--- config.mk ---
export PLATFORM = sky130hd
export DESIGN_NAME = freerun_capture_overflow
export DESIGN_NICKNAME = d
export VERILOG_FILES = /design/src/hdl/freerun_capture_pkg.sv /design/src/hdl/freerun_capture_overflow.sv /design/src/hdl/capture_edge_detect.sv
export VERILOG_INCLUDE_DIRS = /design/src /design/src/hdl
export SDC_FILE = /design/constraint.sdc
export NUM_CORES = 1
export LEC_CHECK = 0
export ABC_AREA = 1
export BUFFER_PORTS_ARGS = -buffer_cell sky130_fd_sc_hd__buf_4
export CAP_MARGIN = 25
export CORE_AREA = 2 2 76 86
export CTS_CLUSTER_SIZE = 25
export DETAILED_ROUTE_END_ITERATION = 7
export DIE_AREA = 0 0 78 88
export GPL_TIMING_DRIVEN = 0
export PLACE_DENSITY = 0.68
export SLEW_MARGIN = 30
export SYNTH_ARGS = -nofsm -noshare
export SYNTH_HDL_FRONTEND = slang
export SYNTH_HIERARCHICAL = 1
export SYNTH_SLANG_ARGS = --single-unit
--- constraint.sdc ---
create_clock -name clk -period 6.1 [get_ports clk]
set_clock_uncertainty 0.2 [all_clocks]
set_input_delay 0.305 -clock clk [delete_from_list [all_inputs] [get_ports clk]]
set_output_delay 0.305 -clock clk [all_outputs]
set_load 0.005 [all_outputs]
--- src/hdl/freerun_capture_consts.svh ---
`ifndef FREERUN_CAPTURE_CONSTS_SVH
`define FREERUN_CAPTURE_CONSTS_SVH
`define CNT_WIDTH 16
`define CNT_ZERO 16'h0000
`define CNT_MAX 16'hffff
`define CNT_ONE 16'h0001
`define FLAG_BIT 0
`define EDGE_NONE 2'h0
`define EDGE_RISE 2'h1
`define EDGE_FALL 2'h2
`define EDGE_BOTH 2'h3
`endif

--- src/hdl/freerun_capture_pkg.sv ---
package freerun_capture_pkg;
   typedef logic [1:0] edge_sel_t;
   typedef struct packed
   {
      logic wrapIrq;
      logic captureIrqA;
      logic captureIrqB;
   } irq_t;
   typedef struct packed
   {
      logic zeroWrite;
      logic [7:0] optionData;
      logic bitClear;
   } flag_ctl_t;
   typedef enum logic [2:0]
   {
      CLEAR_IDLE = 3'h1,
      CLEAR_READ = 3'h2,
      CLEAR_WRITE = 3'h4
   } clear_state_t;
endpackage : freerun_capture_pkg

--- src/hdl/freerun_capture_overflow.sv ---
`timescale 1ns/1ps
`include "freerun_capture_consts.svh"
// Behaviour
// RULE_01 - two capture registers capture independently
// RULE_02 - capture loads count, pulses capture irq
// RULE_03 - one overflow flag shared by both
// RULE_04 - counter wraps every 10000H counts
// RULE_05 - overflow flag sticky, never counts wraps
// RULE_06 - software counts wraps for long intervals
// RULE_07 - clear by bit clear or option write
// RULE_08 - zero write beats coincident overflow set
// RULE_09 - overflow set beats coincident bit clear
// RULE_10 - software reads flag before bit clear
// RULE_11 - after FFFFH: irq, reload 0000H, set flag
module freerun_capture_overflow
(
   input wire logic clk,
   input wire logic rst_b,
   input wire logic countEnable,
   input wire logic capture_input_a,
   input wire logic capture_input_b,
   input wire freerun_capture_pkg::edge_sel_t edgeSelA,
   input wire freerun_capture_pkg::edge_sel_t edgeSelB,
   input wire freerun_capture_pkg::flag_ctl_t flagCtl,
   output logic [`CNT_WIDTH-1:0] counterValue,
   output logic [`CNT_WIDTH-1:0] capture_value_reg_a,
   output logic [`CNT_WIDTH-1:0] capture_value_reg_b,
   output logic counter_wrap_flag,
   output freerun_capture_pkg::irq_t irqOut
);
   logic rstMeta_q;
   logic rstSync_q;
   logic [`CNT_WIDTH-1:0] count_q;
   logic [`CNT_WIDTH-1:0] capA_q;
   logic [`CNT_WIDTH-1:0] capB_q;
   logic flag_q;
   logic wrapSet;
   logic hitA;
   logic hitB;
   logic clearPending_q;
   logic zeroClear;
   logic clearWrite;
   freerun_capture_pkg::irq_t irq_q;
   freerun_capture_pkg::clear_state_t clearState_q;

   // ----------------------------------------
   // control decoding
   // ----------------------------------------
   function automatic logic isZeroClear(freerun_capture_pkg::flag_ctl_t ctl);
      isZeroClear = ctl.zeroWrite && !ctl.optionData[`FLAG_BIT];
   endfunction : isZeroClear
   function automatic logic isClearWrite(freerun_capture_pkg::clear_state_t st, logic pending);
      isClearWrite = (st == freerun_capture_pkg::CLEAR_WRITE) && !pending;
   endfunction : isClearWrite

   // ----------------------------------------
   // reset release
   // ----------------------------------------
   always_ff @(posedge clk or negedge rst_b)
   begin
      if (!rst_b)
      begin
         rstMeta_q <= 1'b0;
         rstSync_q <= 1'b0;
      end
      else
      begin
         rstMeta_q <= 1'b1;
         rstSync_q <= rstMeta_q;
      end
   end

   // ----------------------------------------
   // capture pins
   // ----------------------------------------
   capture_edge_detect edgeA
   (
      .clk(clk),
      .rstSyncB(rstSync_q),
      .pinIn(capture_input_a),
      .edgeSel(edgeSelA),
      .edgeHit(hitA)
   );
   capture_edge_detect edgeB
   (
      .clk(clk),
      .rstSyncB(rstSync_q),
      .pinIn(capture_input_b),
      .edgeSel(edgeSelB),
      .edgeHit(hitB)
   );

   // ----------------------------------------
   // free running counter
   // ----------------------------------------
   assign wrapSet = countEnable && (count_q == `CNT_MAX);
   always_ff @(posedge clk or negedge rstSync_q)
   begin
      if (!rstSync_q)
      begin
         count_q <= `CNT_ZERO;
      end
      else if (!countEnable)
      begin
         count_q <= `CNT_ZERO;
      end
      else if (wrapSet)
      begin
         count_q <= `CNT_ZERO; // RULE_11 RULE_04
      end
      else
      begin
         count_q <= count_q + `CNT_ONE;
      end
   end

   // ----------------------------------------
   // capture registers
   // ----------------------------------------
   always_ff @(posedge clk or negedge rstSync_q)
   begin
      if (!rstSync_q)
         capA_q <= `CNT_ZERO;
      else if (countEnable && hitA)
      begin
         capA_q <= count_q; // RULE_01 RULE_02
      end
   end
   always_ff @(posedge clk or negedge rstSync_q)
   begin
      if (!rstSync_q)
         capB_q <= `CNT_ZERO;
      else if (countEnable && hitB)
      begin
         capB_q <= count_q; // RULE_01 RULE_02
      end
   end

   // ----------------------------------------
   // interrupt pulses
   // ----------------------------------------
   always_ff @(posedge clk or negedge rstSync_q)
   begin
      if (!rstSync_q)
         irq_q <= '0;
      else
      begin
         irq_q.wrapIrq <= wrapSet; // RULE_11
         irq_q.captureIrqA <= countEnable && hitA; // RULE_02
         irq_q.captureIrqB <= countEnable && hitB; // RULE_02
      end
   end

   // ----------------------------------------
   // bit clear sequence: read then write
   // ----------------------------------------
   always_ff @(posedge clk or negedge rstSync_q)
   begin
      if (!rstSync_q)
         clearState_q <= freerun_capture_pkg::CLEAR_IDLE;
      else
      begin
         unique case (clearState_q)
            freerun_capture_pkg::CLEAR_IDLE:
               if (flagCtl.bitClear)
                  clearState_q <= freerun_capture_pkg::CLEAR_READ;
            freerun_capture_pkg::CLEAR_READ:
               clearState_q <= freerun_capture_pkg::CLEAR_WRITE;
            freerun_capture_pkg::CLEAR_WRITE:
               clearState_q <= freerun_capture_pkg::CLEAR_IDLE;
            default:
               clearState_q <= freerun_capture_pkg::CLEAR_IDLE;
         endcase
      end
   end
   // overflow seen during the read-modify-write keeps the flag
   always_ff @(posedge clk or negedge rstSync_q)
   begin
      if (!rstSync_q)
      begin
         clearPending_q <= 1'b0;
      end
      else if (clearState_q == freerun_capture_pkg::CLEAR_IDLE)
      begin
         clearPending_q <= 1'b0;
      end
      else if (wrapSet)
      begin
         clearPending_q <= 1'b1; // RULE_09
      end
   end

   // ----------------------------------------
   // shared overflow flag
   // ----------------------------------------
   assign zeroClear = isZeroClear(flagCtl);
   assign clearWrite = isClearWrite(clearState_q, clearPending_q);
   always_ff @(posedge clk or negedge rstSync_q)
   begin
      if (!rstSync_q)
      begin
         flag_q <= 1'b0;
      end
      else if (zeroClear)
      begin
         flag_q <= 1'b0; // RULE_07 RULE_08
      end
      else if (wrapSet)
      begin
         flag_q <= 1'b1; // RULE_03 RULE_05 RULE_09
      end
      else if (clearWrite)
      begin
         flag_q <= 1'b0; // RULE_07 RULE_09
      end
   end

   // ----------------------------------------
   // outputs
   // ----------------------------------------
   assign counterValue = count_q;
   assign capture_value_reg_a = capA_q;
   assign capture_value_reg_b = capB_q;
   assign counter_wrap_flag = flag_q;
   assign irqOut = irq_q;
endmodule : freerun_capture_overflow

--- src/hdl/capture_edge_detect.sv ---
`timescale 1ns/1ps
`include "freerun_capture_consts.svh"
module capture_edge_detect
(
   input wire logic clk,
   input wire logic rstSyncB,
   input wire logic pinIn,
   input wire freerun_capture_pkg::edge_sel_t edgeSel,
   output logic edgeHit
);
   logic sync1_q;
   logic sync2_q;
   logic prev_q;
   // ----------------------------------------
   // pin synchroniser and edge select
   // ----------------------------------------
   always_ff @(posedge clk or negedge rstSyncB)
   begin
      if (!rstSyncB)
      begin
         sync1_q <= 1'b0;
         sync2_q <= 1'b0;
         prev_q <= 1'b0;
      end
      else
      begin
         sync1_q <= pinIn;
         sync2_q <= sync1_q;
         prev_q <= sync2_q;
      end
   end
   always_comb
   begin
      unique case (edgeSel)
         `EDGE_RISE: edgeHit = sync2_q & ~prev_q;
         `EDGE_FALL: edgeHit = ~sync2_q & prev_q;
         `EDGE_BOTH: edgeHit = sync2_q ^ prev_q;
         default: edgeHit = 1'b0;
      endcase
   end
endmodule : capture_edge_detect

Yosys cells after proc, flatten, opt, wreduce, memory -nomap -nowiden
Cells that the tools add are included.
{"block": "op_classes", "addsub": 1, "magnitude_cmp": 0, "muxes": 11, "n_eq_ne": 11, "shifts": 0, "n_div": 0, "bitwise": 10, "n_mul": 0, "reduce_logical": 9}
{"operator": "16-bit 2-to-1 mux", "count": 2}
{"operator": "16-bit by 1-bit adder with 16-bit output, second input constant", "count": 1}
{"operator": "16-bit == test, second input constant", "count": 1}
{"operator": "2-bit == test, second input constant", "count": 4}
{"operator": "1-bit case mux with 3 select lines", "count": 2}
{"operator": "3-bit case mux with 2 select lines", "count": 1}
{"operator": "1-bit logical AND", "count": 5}
{"operator": "1-bit 2-to-1 mux", "count": 5}
{"operator": "1-bit AND", "count": 4}
{"operator": "2-bit by 1-bit == test with 1-bit output, second input constant", "count": 2}
{"operator": "1-bit inverter", "count": 4}
{"operator": "3-bit by 1-bit == test with 1-bit output, second input constant", "count": 1}
{"operator": "3-bit by 2-bit == test with 1-bit output, second input constant", "count": 1}
{"operator": "3-bit == test, second input constant", "count": 1}
{"operator": "3-bit 2-to-1 mux", "count": 1}
{"operator": "3-bit nonzero test", "count": 1}
{"operator": "1-bit zero test", "count": 2}
{"operator": "2-bit != test, second input constant", "count": 1}
{"operator": "2-bit nonzero test", "count": 1}
{"operator": "1-bit bitwise XOR", "count": 2}
{"block": "totals", "latch_bits": 0, "mem_bits_ro": 0, "n_memories": 0, "ramBits": 0, "register_bits": 64, "out_inout_bits": 52, "inputBits": 19}

Logic depth before layout (Yosys ltp)
Gate-level depths: netlist of run 1.
{"block": "depth", "ltp_word": 5, "depth_mapped": 9, "depth_no_buf": 9}

Cells and area by module
The synthesis of run 1 kept the hierarchy.
{"mod": "freerun_capture_overflow", "area_per_inst_um2": 2343.5, "seq_area_each_um2": 1452.6, "instances": 1, "cells_per_inst": 245}
{"mod": "capture_edge_detect", "area_per_inst_um2": 138.9, "seq_area_each_um2": 75.1, "instances": 2, "cells_per_inst": 14}

Worst setup path before layout of run 1
Ideal clock, no wire load.
{"block": "synth_timing", "path_type": "reg2reg", "startpoint": "register edgeA.sync2_q", "endpoint": "register capA_q[5] (netlist: capture_value_reg_a[5])", "path_buffers": 1, "synth_period_minus_slack_ns": 1.603, "setup_ns": 0.083, "setup_slack_ns": 4.497, "t_arrival_ns": 1.320, "stages_incl_launch_ff": 10, "cell_sequence": "dfrtp_1 inv_1 ha_1 inv_1 nand3_1 nand3_1 nand2_1 clkbuf_1 nand2_1 o21ai_0"}
{"block": "synth_between", "elab_chain_len": 4, "elab_cells_between_ends": 6, "cone_classes": "mux: 1; bitwise: 4; reduce/logical: 1"}
{"element": "start, declared", "line": "capture_edge_detect.sv:12", "source": "logic sync2_q;"}
{"element": "start signal, assigned", "line": "capture_edge_detect.sv:28", "source": "sync2_q <= sync1_q;"}
{"element": "1-bit inverter", "line": "capture_edge_detect.sv:36", "source": "`EDGE_FALL: edgeHit = ~sync2_q & prev_q;"}
{"element": "1-bit AND", "line": "capture_edge_detect.sv:36"}
{"element": "1-bit case mux with 3 select lines *", "line": "capture_edge_detect.sv:34", "source": "unique case (edgeSel)"}
{"element": "net hitA", "line": "freerun_capture_overflow.sv:38", "source": "logic hitA;"}
{"element": "1-bit logical AND *", "line": "freerun_capture_overflow.sv:124", "source": "else if (countEnable && hitA)"}
{"element": "end signal, assigned", "line": "freerun_capture_overflow.sv:123", "source": "capA_q <= `CNT_ZERO;"}
{"element": "end signal, assigned", "line": "freerun_capture_overflow.sv:126", "source": "capA_q <= count_q;"}
{"element": "end, declared", "line": "freerun_capture_overflow.sv:34", "source": "logic [`CNT_WIDTH-1:0] capA_q;"}
The timed path passes the listed nets; every way through them passes the cells marked *.
A chain may end at the register's enable or synchronous reset.

Worst setup path in the final report of run 1
{"block": "layout_timing", "startpoint": "register edgeA.sync2_q", "endpoint": "register capA_q[12] (netlist: capture_value_reg_a[12])"}
Same word-level chain as after synthesis.

==> Implementation_results.wiki, run 1 <==
{| class="wikitable"
! Metric !! Value
|-
| Most area-hungry cell type in the Yosys netlist || dfrtp_1
|-
| Kind of critical path || flop to flop
|-
| Final weighted congestion in routability-driven placement || approximately 0.77
|-
| Most numerous cell in the Yosys netlist || dfrtp_1
|-
| Worst stage delay on the critical path || between 400 and 500 ps
|-
| Count of final setup violators || 0
|-
| Die Height || 88 um
|-
| Path category of the worst min-delay check || flop to async pin
|-
| N_diodes || 0
|-
| Fraction of final layout cells sized beyond drive strength 1 || roughly a quarter
|-
| Critical-path cell list || inv_1 > ha_1 > inv_1 > nand3_1 > nand3_1 > nand2_1 > clkbuf_1 > nand2_1 > o21ai_0
|-
| Placed cells || about 420
|-
| Max Clock Freq || 0.509 GHz
|-
| Starting Density || 43.6%
|-
| Initial DRC Count || roughly 120
|-
| WL final || ~5600 um
|-
| Worst-path cell with the longest stage delay || clkbuf_1
|-
| Cell area after synthesis || roughly 2600 um2
|-
| Outcome || finished, violations left
|-
| Static leakage power || 1.72 nW
|-
| I/O pin total || just over 70
|-
| Leading cell types by total area after synthesis || dfrtp_1, nand2_1, o21ai_0
|-
| Post-synthesis net count || slightly below 300
|-
| Max Transition Viols Final || 0
|-
| Count of nets after finishing || 377
|-
| P_sw || roughly 0.20 mW
|-
| Final sum of negative setup slack || 0 ps
|-
| Number of antenna violations at the first check in global routing || 0
|-
| Areal power density over the cells || roughly 250 nW/um2
|-
| Post-DR vias/cell || ~4.7
|-
| Cell row count || 30
|-
| Setup repair after global routing missed its margin || false
|-
| Root buf cell || clkbuf_8
|-
| Mean area per synthesized cell || 9.60 um2
|-
| Count of flip-flops with a built-in enable after synthesis || 0
|-
| Fin area || 3450 um2
|-
| Full die area || 6860 um2
|-
| Layout overhead on the synthesized area || 31.6%
|-
| Arrival time of the worst setup path || 2010 ps
|-
| Clock buffers created by TritonCTS || 9
|-
| Worst Hold Margin || -0.153 ps
|-
| Top_reg_cell synth || dfrtp_1
|-
| Number of instances in the synthesized netlist || 273
|-
| Violations in the final reports || hold timing
|-
| Comb pwr share || approximately 8.3%
|-
| Drt pass-1 iters || 4
|-
| Final period demand of the worst path || 1960 ps
|-
| Buf+Inv Stages, Crit Path || 3
|-
| Clock sink count || between 60 and 70
|-
| Commonest cells in the synthesized netlist || dfrtp_1, nand2_1, inv_1
|-
| Sum of net half-perimeters after detailed placement || around 4200 um
|-
| Final routed DRC violation total || 0
|-
| Clk slew on worst S/H paths || 60 ps
|-
| Count of max-cap constraint violations || 0
|-
| Global router's overall resource usage || between 10% and 20%
|-
| Non-Filler Instances || ~440
|-
| Layout Utilization || 57.5%
|-
| Global-route wire length before repair || approximately 9000 um
|-
| Clk_lat worst skew || between 300 and 400 ps
|-
| Routed Antenna Nets || 0
|-
| Kind of start point of the critical path || flop
|-
| Count of warnings emitted by yosys || 6
|-
| Worst endpoint required time || 6150 ps
|-
| Width of the chip || between 70 and 80 um
|-
| Switching fraction of total power || 23.1%
|-
| Final Cycle Share || approximately a third
|-
| TritonCTS clock tree || built
|-
| Register bit total from synthesis || 64
|-
| Clock network fraction of total power || approximately two fifths
|-
| Final Total Pwr || about 0.86 mW
|-
| Kind of cell with the highest combined delay on the critical path || buffers and inverters
|-
| Via count of the first global-routing pass || 1984
|-
| Top cell type's share of synthesized area || approximately three fifths
|-
| Core outline area || approximately 6000 um2
|-
| Clock H-tree levels || 3
|-
| Cell Area, Placed || between 3000 and 4000 um2
|-
| Reg2Reg Launch Point || edgeA/sync2_q
|-
| PortBufs || between 60 and 70
|-
| Sequential fraction of design power || 53.5%
|-
| Global route total overflow || 0
|-
| Number of distinct library cell variants in the gate-level netlist after synthesis || 22
|-
| Vias after detailed routing || ~2000
|-
| Origin of the worst setup path || edgeA/sync2_q
|-
| Bufs on Longest Clock Path || 2
|-
| Maximum number of pins on one net before global-route repair || between 40 and 50
|-
| Endpoint class of the critical path || flop
|-
| Internal power component || 0.660 mW
|-
| Resize count post-CTS || 0
|-
| Worst voltage drop across the vdd grid || 0.225 mV
|-
| Largest driver fanout on the critical path || 10
|-
| # Post-CTS Setup Buffers || 0
|-
| Post-DR wirelength/cell || roughly 13 um
|-
| Async set-reset flop share out of synthesis || 100%
|-
| Seq/Total Area, Yosys || 61.1%
|-
| Hold Fails Final Rpt || 1
|}
## power by group through the flow
stage / clock network [mW] / logic (mW) / registers, mW
floorplan: 0 / 0.0302 / 0.469
global placement: 0 / 0.0598 / 0.472
detailed placement: 0 / 0.0705 / 0.468
CTS: 0.338 / 0.0732 / 0.460
global route: 0.361 / 0.0818 / 0.463
finish: 0.328 / 0.0717 / 0.460
## cell families after synthesis
family | synth area share [%]
AOI/OAI and AO/OA | 6.97
other | 0.143
adders and majority gates | 2.39
DFF | 61.1
and+or+nand+nor | 19.8
xor gates and xnor gates | 3.34
buffers and inverters | 6.21
## routing by layer
layer	track usage [%]	up-vias	wire, um
li1	-	1016	-
met4	7.66	0	68
met3	4.23	6	300
met1	21.4	957	2410
met2	30.6	54	2770
met5	0	-	0
## sequential cells by signal, summed over array words and instances (netlist names), 3 cells and up
name                 count
counterValue            16
capture_value_reg_b     16
clearState_q             3
capture_value_reg_a     16
irqOut                   3
## metrics by stage
stage	hold WS (ps)	setup WS, ps
after CTS	4.95	4090
final	-0.153	4140
after global placement	-112	3300
after global routing	23.4	3960
after detailed placement	-112	4110
after floorplan	-191	3990
## final timing paths
| check | endpoint | slack [ps] | cells past startpoint |
|---|---|---|---|
| worst min register to register | clearState_q[2] | -0.2 | 0 |
| worst max-delay path | capture_value_reg_a[12] | 4140 | 9 |
| worst min-delay path | clearState_q[2] | -0.2 | 0 |
| worst max register to register | capture_value_reg_a[12] | 4140 | 9 |
| max in group asynchronous | capture_value_reg_a[7] | 5210 | 1 |
| min in group clk | counter_wrap_flag | 50 | 3 |
## final cells by class
class                   instances  area (um2)
fillers                       550        2550
repair buffers                 69         551
clock inverters                 4        47.5
multi-input cells             166         856
inverters                      37         140
plain buffers                   6        22.5
well taps                      80         100
flip-flops and latches         64        1610
clock buffers                  10         128
## cells in the final DEF, fill, tap and decap left out, types with 2 or more instances in the layout
| cell type | count |
|---|---|
| ha_1 | 5 |
| o21ai_0 | 34 |
| nor2_4 | 2 |
| inv_1 | 36 |
| nand4_1 | 3 |
| nand2_1 | 52 |
| nor2_1 | 28 |
| xor2_1 | 10 |
| nor2_2 | 3 |
| clkbuf_8 | 9 |
| dlygate4sd3_1 | 5 |
| nand2_2 | 2 |
| dfrtp_1 | 62 |
| clkbuf_1 | 7 |
| buf_4 | 63 |
| nor3_1 | 3 |
| nand2_4 | 2 |
| nand3_1 | 17 |
| clkinv_2 | 3 |
## timing repair
action	in CTS	in global routing
setup endpoints to repair	0	0
hold endpoints to repair	6	0
hold buffers	5	0
Note: power is estimated with default switching activity, not from simulation.
==> run 2, diff against run 1 <==
- PLACE_DENSITY: 0.68 -> 0.71
- clock period: 6.1 -> 1.72 ns (I/O delays scaled with it)
==> run 2 against run 1 <==
First-iteration DRC count rose by 31%. Non-clock buffer count up 9. The run now ends clean. Clock-buffer cell count stayed put. Highest routed layer unchanged. Final cell count is 2.5% higher. Critical path depth fell by 1. Core utilization is 4.0 points higher. Largest power group unchanged. Final area rose by 7.0%. Setup slack got worse by 4100 ps. Sequential share of layout area shrank 3.0 points. Flip-flop and latch count stayed put.
==> Implementation_results.wiki, run 2 (synthesized netlist as in run 1, its figures left out) <==
{| class="wikitable"
! Metric !! Value
|-
| Post-DR vias/cell || 4.70 (was 4.66)
|-
| N_diodes || 0 (unchanged)
|-
| Cell Area, Placed || 3200 um2 (was 3230 um2)
|-
| Clock buffers created by TritonCTS || 9 (unchanged)
|-
| Kind of critical path || flop to flop (unchanged)
|-
| Global-route wire length before repair || 9350 um (was 9260 um)
|-
| End point of the worst hold path || capture_value_reg_b[1]
|-
| Core outline area || 6010 um2 (unchanged)
|-
| Final sum of negative setup slack || 0 ps (unchanged)
|-
| Count of nets after finishing || 386 (was 377)
|-
| Arrival time of the worst setup path || 1700 ps (was 2010 ps)
|-
| Final period demand of the worst path || 1660 ps (was 1960 ps)
|-
| WL final || 5880 um (was 5550 um)
|-
| Global router's overall resource usage || 17.8% (about the same)
|-
| Sum of net half-perimeters after detailed placement || 4050 um (was 4170 um)
|-
| I/O pin total || 71 (unchanged)
|-
| Largest driver fanout on the critical path || 10 (unchanged)
|-
| Critical register-to-register path endpoint || capture_value_reg_b[0] (was capture_value_reg_a[12])
|-
| Final routed DRC violation total || 0 (unchanged)
|-
| Reg2Reg Launch Point || edgeB/sync2_q (was edgeA/sync2_q)
|-
| Maximum number of pins on one net before global-route repair || 63 (was 47)
|-
| Count of final setup violators || 0 (unchanged)
|-
| Hold Fails Final Rpt || 0 (was 1)
|-
| Clock H-tree levels || 3 (unchanged)
|-
| Final Cycle Share || 96.3% (was 32.2%)
|-
| Vias after detailed routing || 2099 (was 2033)
|-
| Worst slew margin || between 40% and 50%
|-
| Root buf cell || clkbuf_8 (unchanged)
|-
| Clock sink count || 64 (unchanged)
|-
| Most common cell after layout, fill and taps aside || buf_4 (unchanged)
|-
| Max Transition Viols Final || 0 (unchanged)
|-
| Count of max-cap constraint violations || 0 (unchanged)
|-
| Length in cells of the worst reg-to-reg path || 8 (was 9)
|-
| Die Height || 88 um (unchanged)
|-
| Filler cell count || 515 (was 550)
|-
| PortBufs || 63 (unchanged)
|-
| Clk_lat worst skew || 330 ps (about the same)
|-
| Starting Density || 43.6% (unchanged)
|-
| Measured slew at the worst slew-check pin || around 790 ps
|-
| Via count of the first global-routing pass || 2001 (was 1984)
|-
| Placed cells || 416 (was 417)
|-
| Drt pass-1 iters || 4 (unchanged)
|-
| Static leakage power || 1.86 nW (was 1.72 nW)
|-
| Final weighted congestion in routability-driven placement || 0.786 (was 0.767)
|-
| Min-Delay Path Depth || 6
|-
| Endpoint class of the critical path || flop (unchanged)
|-
| Global route total overflow || 0 (unchanged)
|-
| Path category of the worst min-delay check || primary input to flop (was flop to async pin)
|-
| Initial DRC Count || 154 (was 118)
|-
| Post-DR wirelength/cell || 13.2 um (was 12.7 um)
|-
| Routed Antenna Nets || 0 (unchanged)
|-
| Clk slew on worst S/H paths || 70 ps (was 60 ps)
|-
| Outcome || completed (was finished, violations left)
|-
| Layout overhead on the synthesized area || 40.8% (was 31.6%)
|-
| Setup slack, reg-to-reg || 60 ps (was 4140 ps)
|-
| Areal power density over the cells || 909 nW/um2 (was 249 nW/um2)
|-
| Fin area || 3690 um2 (was 3450 um2)
|-
| Worst voltage drop across the vdd grid || 0.600 mV (was 0.225 mV)
|-
| TritonCTS clock tree || built (unchanged)
|-
| Non-Filler Instances || 447 (was 436)
|-
| Max Clock Freq || 0.603 GHz (was 0.509 GHz)
|-
| Setup repair after global routing missed its margin || true (was false)
|-
| Commonest cells after routing, fill and taps aside || buf_4, dfrtp_1, nand2_1 (unchanged)
|-
| Layout Utilization || 61.5% (was 57.5%)
|-
| Full die area || 6860 um2 (unchanged)
|-
| Number of antenna violations at the first check in global routing || 0 (unchanged)
|-
| Final Total Pwr || 3.36 mW (was 0.859 mW)
|-
| Width of the chip || 78 um (unchanged)
|-
| Fraction of final layout cells sized beyond drive strength 1 || 31.1% (was 25.6%)
|-
| Cell row count || 30 (unchanged)
|-
| Bufs on Longest Clock Path || 2 (unchanged)
|-
| Kind of start point of the critical path || flop (unchanged)
|-
| Origin of the worst min-delay path || edgeSelB[1]
|-
| Worst endpoint required time || 1760 ps (was 6150 ps)
|}
run 2: changes by cell type in the layout (fill, tap and decap cells not counted), moves of 3 or more:
cell | before | now
o21ai_0 | 34 | 26
o21ai_1 | 0 | 8
clkbuf_1 | 7 | 0
buf_4 | 63 | 69
clkbuf_8 | 9 | 13
buf_8 | 0 | 3
dlygate4sd3_1 | 5 | 8
nand3_1 | 17 | 14
nand3_2 | 0 | 3
run 2: power breakdown:
group | leakage [nW] | total (mW) | switching, mW | internal (mW)
registers | 0.863 | 1.65 | 0.0682 | 1.58
clock network | 0.112 | 1.42 | 0.571 | 0.847
logic | 0.886 | 0.290 | 0.139 | 0.151
total | 1.86 | 3.36 | 0.779 | 2.58
run 2: worst max path at each step:
stage | start | endpoint | slack (ps) | cells past startpoint
6_report | edgeB/sync2_q | capture_value_reg_b[0] | 60 | 8
5_1_grt | counterValue[1] | counterValue[15] | -60 | 8
4_1_cts | counterValue[0] | counterValue[0] | 30 | 8
3_5_place_dp | edgeA/sync2_q | capture_value_reg_a[12] | -270 | 8
3_3_place_gp | edgeA/sync2_q | capture_value_reg_a[11] | -200 | 8
2_1_floorplan | edgeA/sync2_q | capture_value_reg_a[5] | 120 | 9
run 2: through the flow:
stage               setup slack [ps]  hold slack [ps]
detailed placement              -268             -330
CTS                             26.1             46.3
global placement                -201             -331
global route                   -59.7             92.4
floorplan                        117             -410
finish                          62.9             47.8
run 2: metal layers:
| layer | vias to the layer above | routed length [um] | GRT usage, % |
|---|---|---|---|
| li1 | 1039 | - | - |
| met1 | 998 | 2530 | 22.9 |
| met2 | 53 | 2970 | 28.8 |
| met3 | 9 | 288 | 4.54 |
| met4 | 0 | 87 | 7.66 |
| met5 | - | 0 | 0 |
run 2: repair_timing:
| action | in CTS | in global routing |
|---|---|---|
| setup endpoints to repair | 34 | 45 |
| hold buffers | 8 | 0 |
| buffers inserted | 0 | 6 |
| pin swaps | 1 | 5 |
| gates cloned | 0 | 1 |
| resized for setup | 22 | 19 |
| endpoints found under the hold margin | 19 | 0 |
run 2: layout make-up:
type | count | area (um2) | share of cell area (%)
Timing Repair Buffer | 78 | 623 | 16.9
Clock inverter | 6 | 82.6 | 2.24
Multi-Input combinational cell | 166 | 915 | 24.8
Tap cell | 80 | 100 | 2.71
Sequential cell | 64 | 1610 | 43.5
Buffer | 6 | 86.3 | 2.34
Inverter | 37 | 140 | 3.80
Clock buffer | 10 | 138 | 3.73
run 2: worst max-delay path: stages (launching register included):
cell and delay, ps:
dfrtp_1 350, inv_1 50, ha_1 290, inv_1 60, nand3_1 70, nand3_2 100
nand2_4 80, clkbuf_8 170, o21ai_0 200
